**src/ldc_pkg.sv**
```systemverilog
// package: register map, field layout and types of the lcd display control block
package ldc_pkg;

	// ----------------------------------------
	// register offsets (byte addresses)
	// ----------------------------------------
	localparam logic [15:0] LDC_OFS_DCTL = 16'h50A0;
	localparam logic [15:0] LDC_OFS_CADJ = 16'h50A1;
	localparam logic [15:0] LDC_OFS_IMSK = 16'h50A5;
	localparam logic [15:0] LDC_OFS_IFLG = 16'h50A6;

	// ----------------------------------------
	// field positions
	// ----------------------------------------
	localparam int LDC_BIT_COLREV = 7;
	localparam int LDC_BIT_ROWREV = 6;
	localparam int LDC_BIT_AREA   = 5;
	localparam int LDC_BIT_NEG    = 4;
	localparam int LDC_BIT_FRAME  = 0;

	// ----------------------------------------
	// reset values
	// ----------------------------------------
	localparam logic [7:0] LDC_RST_DCTL = 8'hD0;
	localparam logic [3:0] LDC_RST_CADJ = 4'h0;
	localparam logic       LDC_RST_IE   = 1'b0;
	localparam logic       LDC_RST_IF   = 1'b0;

	// ----------------------------------------
	// geometry
	// ----------------------------------------
	localparam int LDC_NCOL = 72;
	localparam int LDC_NROW = 16;

	typedef enum logic [1:0] {
		LDC_DISP_OFF    = 2'b00,
		LDC_DISP_NORMAL = 2'b01,
		LDC_DISP_ALLON  = 2'b10,
		LDC_DISP_ALLOFF = 2'b11
	} ldc_disp_t;

	typedef struct packed {
		logic      col_rev;
		logic      row_rev;
		logic      area_sel;
		logic      neg_n;
		ldc_disp_t disp;
	} ldc_ctrl_t;

	typedef struct packed {
		logic                drive_en;
		logic [3:0]          contrast;
		logic                wave_force;
		logic                wave_static;
		logic                area_sel;
	} ldc_drv_t;

endpackage

```
**src/ldc_pixmap.sv**
```systemverilog
// module: maps one frame line of display memory onto column and row pins
`timescale 1ns/10ps
`default_nettype none
module ldc_pixmap
	import ldc_pkg::*;
(
	input  wire logic [LDC_NCOL-1:0] MEM_COL_I,
	input  wire logic [LDC_NROW-1:0] ROW_SEL_I,
	input  wire ldc_pkg::ldc_ctrl_t  CTRL_I,
	output logic      [LDC_NCOL-1:0] COL_O,
	output logic      [LDC_NROW-1:0] ROW_O
);
	genvar gi;

	// ----------------------------------------
	// pixel path
	// ----------------------------------------
	generate
		for (gi = 0; gi < LDC_NCOL; gi++) begin : g_col
			logic pix;
			// ascending when reverse bit is 1
			assign pix = CTRL_I.col_rev ? MEM_COL_I[gi] : MEM_COL_I[LDC_NCOL-1-gi];
			always_comb begin
				case (CTRL_I.disp)
					LDC_DISP_OFF:    COL_O[gi] = 1'b0;
					LDC_DISP_NORMAL: COL_O[gi] = pix ^ ~CTRL_I.neg_n;
					// all-on still honours negative image
					LDC_DISP_ALLON:  COL_O[gi] = ~CTRL_I.neg_n ? 1'b0 : 1'b1;
					LDC_DISP_ALLOFF: COL_O[gi] = 1'b0;
					default:         COL_O[gi] = 1'b0;
				endcase
			end
		end
		for (gi = 0; gi < LDC_NROW; gi++) begin : g_row
			assign ROW_O[gi] = CTRL_I.row_rev ? ROW_SEL_I[gi] : ROW_SEL_I[LDC_NROW-1-gi];
		end
	endgenerate

endmodule
`default_nettype wire

```
**src/ldc_top.sv**
```systemverilog
// module: lcd display control registers, pixel mapping and frame interrupt over apb
//
// Design decision made here: the APB register port.
`timescale 1ns/10ps
`default_nettype none
module ldc_top
	import ldc_pkg::*;
(
	input  wire logic                CLK_SYS_I,
	input  wire logic                ARST_N_I,
	input  wire logic                PSEL_I,
	input  wire logic                PENABLE_I,
	input  wire logic                PWRITE_I,
	input  wire logic [15:0]         PADDR_I,
	input  wire logic [31:0]         PWDATA_I,
	input  wire logic [3:0]          PSTRB_I,
	output logic      [31:0]         PRDATA_O,
	output logic                     PREADY_O,
	output logic                     PSLVERR_O,
	input  wire logic                FRAME_I,
	input  wire logic                SLEEP_I,
	input  wire logic [LDC_NCOL-1:0] MEM_COL_I,
	input  wire logic [LDC_NROW-1:0] ROW_SEL_I,
	output logic      [LDC_NCOL-1:0] COL_DRIVE_O,
	output logic      [LDC_NROW-1:0] ROW_DRIVE_O,
	output ldc_pkg::ldc_drv_t        DRV_O,
	output logic                     IRQ_O
);
	import ldc_pkg::*;

	// ----------------------------------------
	// apb decode
	// ----------------------------------------
	logic       wr_en;
	logic       rd_en;
	logic       hit;
	logic       lane0;
	logic [7:0] wbyte;

	assign hit   = (PADDR_I == LDC_OFS_DCTL) || (PADDR_I == LDC_OFS_CADJ) ||
	               (PADDR_I == LDC_OFS_IMSK) || (PADDR_I == LDC_OFS_IFLG);
	// registers sit on byte addresses; the byte is taken from lane 0
	assign lane0 = PSTRB_I[0];
	assign wbyte = PWDATA_I[7:0];
	assign wr_en = PSEL_I && PENABLE_I && PWRITE_I && hit && lane0;
	assign rd_en = PSEL_I && !PENABLE_I && !PWRITE_I;
	// zero wait states: every access completes in its first access cycle
	assign PREADY_O  = 1'b1;
	assign PSLVERR_O = PSEL_I && PENABLE_I && !hit;

	// ----------------------------------------
	// control registers
	// ----------------------------------------
	ldc_ctrl_t  ctrl_q;
	logic [3:0] contrast_q;
	logic       frame_ie_q;
	logic       frame_if_q;

	// sleep input deliberately unused: state survives sleep entry
	always_ff @(posedge CLK_SYS_I or negedge ARST_N_I) begin
		if (!ARST_N_I) begin
			ctrl_q.col_rev  <= LDC_RST_DCTL[LDC_BIT_COLREV];
			ctrl_q.row_rev  <= LDC_RST_DCTL[LDC_BIT_ROWREV];
			ctrl_q.area_sel <= LDC_RST_DCTL[LDC_BIT_AREA];
			ctrl_q.neg_n    <= LDC_RST_DCTL[LDC_BIT_NEG];
			ctrl_q.disp     <= ldc_disp_t'(LDC_RST_DCTL[1:0]);
		end else if (wr_en && PADDR_I == LDC_OFS_DCTL) begin
			ctrl_q.col_rev  <= wbyte[LDC_BIT_COLREV];
			ctrl_q.row_rev  <= wbyte[LDC_BIT_ROWREV];
			ctrl_q.area_sel <= wbyte[LDC_BIT_AREA];
			ctrl_q.neg_n    <= wbyte[LDC_BIT_NEG];
			ctrl_q.disp     <= ldc_disp_t'(wbyte[1:0]);
		end
	end

	always_ff @(posedge CLK_SYS_I or negedge ARST_N_I) begin
		if (!ARST_N_I) begin
			contrast_q <= LDC_RST_CADJ;
		end else if (wr_en && PADDR_I == LDC_OFS_CADJ) begin
			contrast_q <= wbyte[3:0];
		end
	end

	always_ff @(posedge CLK_SYS_I or negedge ARST_N_I) begin
		if (!ARST_N_I) begin
			frame_ie_q <= LDC_RST_IE;
		end else if (wr_en && PADDR_I == LDC_OFS_IMSK) begin
			frame_ie_q <= wbyte[LDC_BIT_FRAME];
		end
	end

	// ----------------------------------------
	// frame flag
	// ----------------------------------------
	logic frame_d1_q;
	logic frame_rise;
	logic flag_clr;

	always_ff @(posedge CLK_SYS_I or negedge ARST_N_I) begin
		if (!ARST_N_I) begin
			frame_d1_q <= 1'b0;
		end else begin
			frame_d1_q <= FRAME_I;
		end
	end

	assign frame_rise = FRAME_I && !frame_d1_q;
	assign flag_clr   = wr_en && PADDR_I == LDC_OFS_IFLG && wbyte[LDC_BIT_FRAME];

	// set beats a clear landing in the same cycle
	always_ff @(posedge CLK_SYS_I or negedge ARST_N_I) begin
		if (!ARST_N_I) begin
			frame_if_q <= LDC_RST_IF;
		end else if (frame_rise) begin
			frame_if_q <= 1'b1;
		end else if (flag_clr) begin
			frame_if_q <= 1'b0;
		end
	end

	// level request, follows flag and enable
	assign IRQ_O = frame_if_q && frame_ie_q;

	// ----------------------------------------
	// read data
	// ----------------------------------------
	logic [7:0] rbyte;

	always_comb begin
		rbyte = 8'h00;
		case (PADDR_I)
			LDC_OFS_DCTL: rbyte = {ctrl_q.col_rev, ctrl_q.row_rev, ctrl_q.area_sel, ctrl_q.neg_n,
			                       2'b00, ctrl_q.disp};
			LDC_OFS_CADJ: rbyte = {4'h0, contrast_q};
			LDC_OFS_IMSK: rbyte = {7'h00, frame_ie_q};
			LDC_OFS_IFLG: rbyte = {7'h00, frame_if_q};
			default:      rbyte = 8'h00;
		endcase
	end

	always_ff @(posedge CLK_SYS_I or negedge ARST_N_I) begin
		if (!ARST_N_I) begin
			PRDATA_O <= 32'h0000_0000;
		end else if (rd_en) begin
			PRDATA_O <= {24'h00_0000, rbyte};
		end
	end

	// ----------------------------------------
	// drive controls
	// ----------------------------------------
	always_ff @(posedge CLK_SYS_I or negedge ARST_N_I) begin
		if (!ARST_N_I) begin
			DRV_O <= '0;
		end else begin
			// off: regulator disabled, wave controls low; contrast and area select still follow their registers
			DRV_O.drive_en    <= ctrl_q.disp != LDC_DISP_OFF;
			DRV_O.contrast    <= contrast_q;
			DRV_O.wave_force  <= ctrl_q.disp == LDC_DISP_ALLON || ctrl_q.disp == LDC_DISP_ALLOFF;
			DRV_O.wave_static <= ctrl_q.disp == LDC_DISP_ALLOFF;
			DRV_O.area_sel    <= ctrl_q.area_sel;
		end
	end

	// ----------------------------------------
	// pin mapping
	// ----------------------------------------
	logic [LDC_NCOL-1:0] col_d;
	logic [LDC_NROW-1:0] row_d;

	ldc_pixmap u_pixmap (
		.MEM_COL_I (MEM_COL_I),
		.ROW_SEL_I (ROW_SEL_I),
		.CTRL_I    (ctrl_q),
		.COL_O     (col_d),
		.ROW_O     (row_d)
	);

	always_ff @(posedge CLK_SYS_I or negedge ARST_N_I) begin
		if (!ARST_N_I) begin
			COL_DRIVE_O <= '0;
			ROW_DRIVE_O <= '0;
		end else begin
			COL_DRIVE_O <= col_d;
			ROW_DRIVE_O <= row_d;
		end
	end
endmodule
`default_nettype wire

```
**config.mk**
```make
export PLATFORM = sky130hd
export DESIGN_NAME = ldc_top
export DESIGN_NICKNAME = d
export VERILOG_FILES = /design/src/ldc_pkg.sv /design/src/ldc_pixmap.sv /design/src/ldc_top.sv
export SDC_FILE = /design/constraint.sdc
export NUM_CORES = 1
export LEC_CHECK = 0
export ABC_AREA = 0
export BUFFER_PORTS_ARGS = -buffer_cell sky130_fd_sc_hd__buf_2
export CAP_MARGIN = 20
export CORE_MARGIN = 8
export CORE_UTILIZATION = 42
export DETAILED_ROUTE_END_ITERATION = 16
export PLACE_DENSITY_LB_ADDON = 0.15
export RECOVER_POWER = 25
export SLEW_MARGIN = 15
export SYNTH_ARGS = -nofsm -noshare
export SYNTH_HDL_FRONTEND = slang
export SYNTH_SLANG_ARGS = --single-unit
```
**constraint.sdc**
```tcl
create_clock -name CLK_SYS_I -period 1.7 [get_ports CLK_SYS_I]
set_clock_uncertainty 0.1 [all_clocks]
set_input_delay 0.255 -clock CLK_SYS_I [delete_from_list [all_inputs] [get_ports CLK_SYS_I]]
set_output_delay 0.255 -clock CLK_SYS_I [all_outputs]
set_load 0.01 [all_outputs]
```
==> impl_results.rst <==
.. list-table::
   :header-rows: 1

   * - Metric
     - Value
   * - Total stage count of the critical path
     - 4
   * - Fin cells
     - 908
   * - Number of rows in the core area
     - 42
   * - Clock tree from TritonCTS
     - done
   * - Initial Utilization
     - 42.8%
   * - Lkg Pwr
     - 3.86 nW
   * - Critical path startpoint
     - ctrl_q[5]
   * - Routability cong.
     - 0.804
   * - Wire length of the first global-routing pass
     - 25,000 um
   * - Die height
     - 132 um
   * - Register bit total from synthesis
     - 117
   * - Clock Pin Slew Worst Setup and Hold Paths
     - 50 ps
   * - Overall global routing resource usage
     - 17.7%
   * - YS warnings
     - 0
   * - Total power density per cell area
     - 860 nW/um^2
   * - Cell area reported after detailed placement
     - 7050 sq um
   * - Sequential power share
     - 41.5%
   * - Cells along the critical path
     - buf_12 > mux2i_1 > xnor2_1 > o21ai_1
   * - Max-cap check violation count
     - 0
   * - Data arrival time of the worst path
     - 1800 ps
   * - Number of nets with antenna violations after routing
     - 0
   * - Root Driver
     - sky130_fd_sc_hd__clkbuf_16
   * - Overall power consumption
     - 6.78 mW
   * - Maximum ir drop on the vdd rail
     - 0.000462 V
   * - Maximum number of pins on one net before global-route repair
     - 73
   * - Switching part of the total
     - 22.4%
   * - HPWL after detailed placement
     - 11,200 um
   * - Smallest setup slack after layout
     - 49.3 ps
   * - Layout overhead on the synthesized area
     - 39.8%
   * - Clock group share of total power
     - 50.6%
   * - Origin of the critical flop-to-flop path
     - ctrl_q[5]
   * - Area of the mapped netlist
     - 5650 sq um
   * - Main synth FF type
     - sky130_fd_sc_hd__dfrtp_1
   * - Seq. cell area
     - 2940 sq um
   * - Origin of the worst min-delay path
     - PWDATA_I[0]
   * - Gate count after technology mapping
     - 469
   * - Proportion of synthesized flip-flops having asynchronous set or reset
     - 100%
   * - Worst path buffer plus inverter count
     - 1
   * - Area used by multi-input combinational logic
     - 2520 sq um
   * - Reg2reg path depth
     - 4
   * - Number of optimization iterations in the first detailed-route pass
     - 4
   * - Power Internal
     - 5.26 mW
   * - Comb pwr share
     - 8.0%
   * - Largest stage delay, worst path
     - 680 ps
   * - Distinct cell type count after synthesis
     - 36
   * - Worst-margin pin slew
     - 605 ps
   * - CTS buffer count
     - 17
   * - Net count reported at finish
     - 866
   * - Core Box Area
     - 13,200 sq um
   * - Fin Setup TNS
     - 0 ps
   * - Core utilization of the finished layout
     - 59.8%
   * - Fmax
     - 0.606 GHz
   * - # port buffers
     - 224
   * - Clock latency at the later pin of the worst-skew pair
     - 400 ps
   * - Drc violations
     - 0
   * - Number of design-rule violations left by the first detailed-router iteration
     - 185
   * - Worst max-slew margin expressed relative to the limit
     - 59.7%
   * - Final hold vios
     - 0
   * - Worst setup EP type
     - flop
   * - Sequential fraction of the synthesis area
     - 51.9%
   * - Cell with the biggest individual delay on the critical path
     - sky130_fd_sc_hd__dfstp_4
   * - Unrepaired setup endpoints after global routing
     - true
   * - Share of cells above drive strength 1
     - 44.0%
   * - Post-Place Cells
     - 852
   * - Worst setup slack after placement
     - -184 ps
   * - Worst hold slack after final layout
     - 68.0 ps
   * - Switching component of the power
     - 1.52 mW
   * - Sinks on the clock net
     - 117
   * - Number of antenna violations at the first check in global routing
     - 1
   * - Overall overflow remaining after global route
     - 0
   * - Final Cell Area
     - 7890 sq um
   * - Fraction of post-synthesis cell area in the top cell type by area
     - 50.5%
   * - Final Critical Period
     - 1650 ps
   * - Number of enable flip-flop cells after synthesis
     - 0
   * - Antenna diode count
     - 0
   * - Commonest cells post-synth
     - 114 x sky130_fd_sc_hd__dfrtp_1, 74 x sky130_fd_sc_hd__o21ai_0, 72 x sky130_fd_sc_hd__mux2i_1, 72 x sky130_fd_sc_hd__xnor2_1, 29 x sky130_fd_sc_hd__mux2_2
   * - Area leader, netlist
     - sky130_fd_sc_hd__dfrtp_1
   * - Critical path peak fanout
     - 24
   * - Wire length reported by the detailed router
     - 15,400 um
   * - Slew Limit Fails
     - 0
   * - Number of vias in the routed layout
     - 4,364
   * - Ports
     - 278
   * - Cells on Worst Hold Path
     - 2
   * - Run status
     - complete, no violations
   * - CP delay by family, top
     - flip-flops
   * - Floorplan die width
     - 132 um
   * - Most frequent cell after synthesis
     - sky130_fd_sc_hd__dfrtp_1
   * - Full die area
     - 17,400 sq um
   * - Number of setup violations in the final report
     - 0
   * - Startpoint kind of the worst setup timing path
     - flop
   * - Worst EP required
     - 1850 ps
   * - Average instance area after synthesis
     - 12.0 sq um
   * - Kind of critical path
     - reg2reg
   * - Post-detailed-route via-to-cell ratio
     - 4.81
   * - Tightest Hold Check Type
     - in2reg
   * - Wire length per cell
     - 17.0 um
   * - Number of global-route vias before repair
     - 4,806
   * - Number of inserted filler cells in the final layout
     - 1,124
   * - Final period utilization
     - 97.1%
   * - Number of buffers on the longest clock path
     - 2
   * - H-tree depth
     - 4
   * - Cell types occupying the most area after synthesis
     - sky130_fd_sc_hd__dfrtp_1 51%, sky130_fd_sc_hd__mux2i_1 13%, sky130_fd_sc_hd__xnor2_1 11%
==> area by class of cell <==
cell class / instances / area share, %
clock buffer: 19 / 5.61
sequential: 117 / 37.2
inverter: 2 / 0.0951
clock inverter: 13 / 1.70
multi-input combinational: 311 / 31.9
tap: 176 / 2.79
timing repair buffer: 270 / 20.7
==> worst register-to-register path, cell delays in order, from the launching register on <==
cell and delay [ps]:
sky130_fd_sc_hd__dfstp_4 680, sky130_fd_sc_hd__buf_12 230, sky130_fd_sc_hd__mux2i_1 240, sky130_fd_sc_hd__xnor2_1 140, sky130_fd_sc_hd__o21ai_1 110
==> path summary, 6_finish.rpt <==
kind                                   end  slack, ps
hold reg to reg                   DRV_O[4]        290
setup reg to reg           COL_DRIVE_O[45]         50
min in group asynchronous  ROW_DRIVE_O[10]        320
setup / recovery           COL_DRIVE_O[45]         50
hold / removal               contrast_q[0]         70
max in group asynchronous        ctrl_q[5]        220
==> state kept, by name, summed over array words and instances, names as in the netlist <==
name and count:
COL_DRIVE_O 72, DRV_O 8, PRDATA_O 8, ROW_DRIVE_O 16
contrast_q 4, ctrl_q 6, frame_d1_q 1, frame_ie_q 1
frame_if_q 1
==> layout by cell type (no fill, tap or decap), types with 3 or more instances in the layout <==
cell type and instances:
sky130_fd_sc_hd__nor4b_4 3, sky130_fd_sc_hd__mux2i_2 6, sky130_fd_sc_hd__clkinvlp_4 3, sky130_fd_sc_hd__a22o_1 5, sky130_fd_sc_hd__conb_1 25, sky130_fd_sc_hd__xnor2_1 72, sky130_fd_sc_hd__buf_2 222, sky130_fd_sc_hd__dlygate4sd3_1 25
sky130_fd_sc_hd__buf_4 12, sky130_fd_sc_hd__nand2_1 4, sky130_fd_sc_hd__mux2i_1 65, sky130_fd_sc_hd__dfrtp_1 114, sky130_fd_sc_hd__mux2_2 29, sky130_fd_sc_hd__o21ai_0 72, sky130_fd_sc_hd__clkbuf_16 17, sky130_fd_sc_hd__buf_12 8
sky130_fd_sc_hd__clkinv_4 3, sky130_fd_sc_hd__clkinv_2 5
==> power by group through the flow <==
stage / registers [mW] / clock network (mW) / logic, mW
after CTS: 2.81 / 3.51 / 0.540
final: 2.81 / 3.43 / 0.540
after detailed placement: 2.86 / 0 / 0.494
after global routing: 2.81 / 3.63 / 0.598
after floorplan: 2.87 / 0 / 0.242
after global placement: 2.86 / 0 / 0.480
==> repair_timing <==
item                                   in CTS  in global routing
gates resized for setup                     2                 10
cloned                                      0                  0
pin swaps                                   1                  0
setup buffers                               0                  0
endpoints found under the hold margin      49                  1
setup endpoints to repair                   2                 16
hold buffers                               24                  1
==> cells by family (layout without fill, tap and decap cells) <==
family	count (synthesis)	in the layout	share of synthesized area, %
other	2	25	0.133
xor gates and xnor gates	73	73	11.3
and+or+nand+nor	27	27	3.55
DFF	117	117	51.9
buffers and inverters	64	304	6.25
muxes	101	101	18.6
AOI/OAI and AO/OA	85	85	8.27
==> metal layers <==
metal | global-route usage, % | part of all wire, %
met1 | 20.4 | 41
met2 | 28.2 | 47
met3 | 8.54 | 11
met4 | 6.51 | 1.7
met5 | 0 | 0.052
No activity file was read; power rests on OpenSTA's default activity.
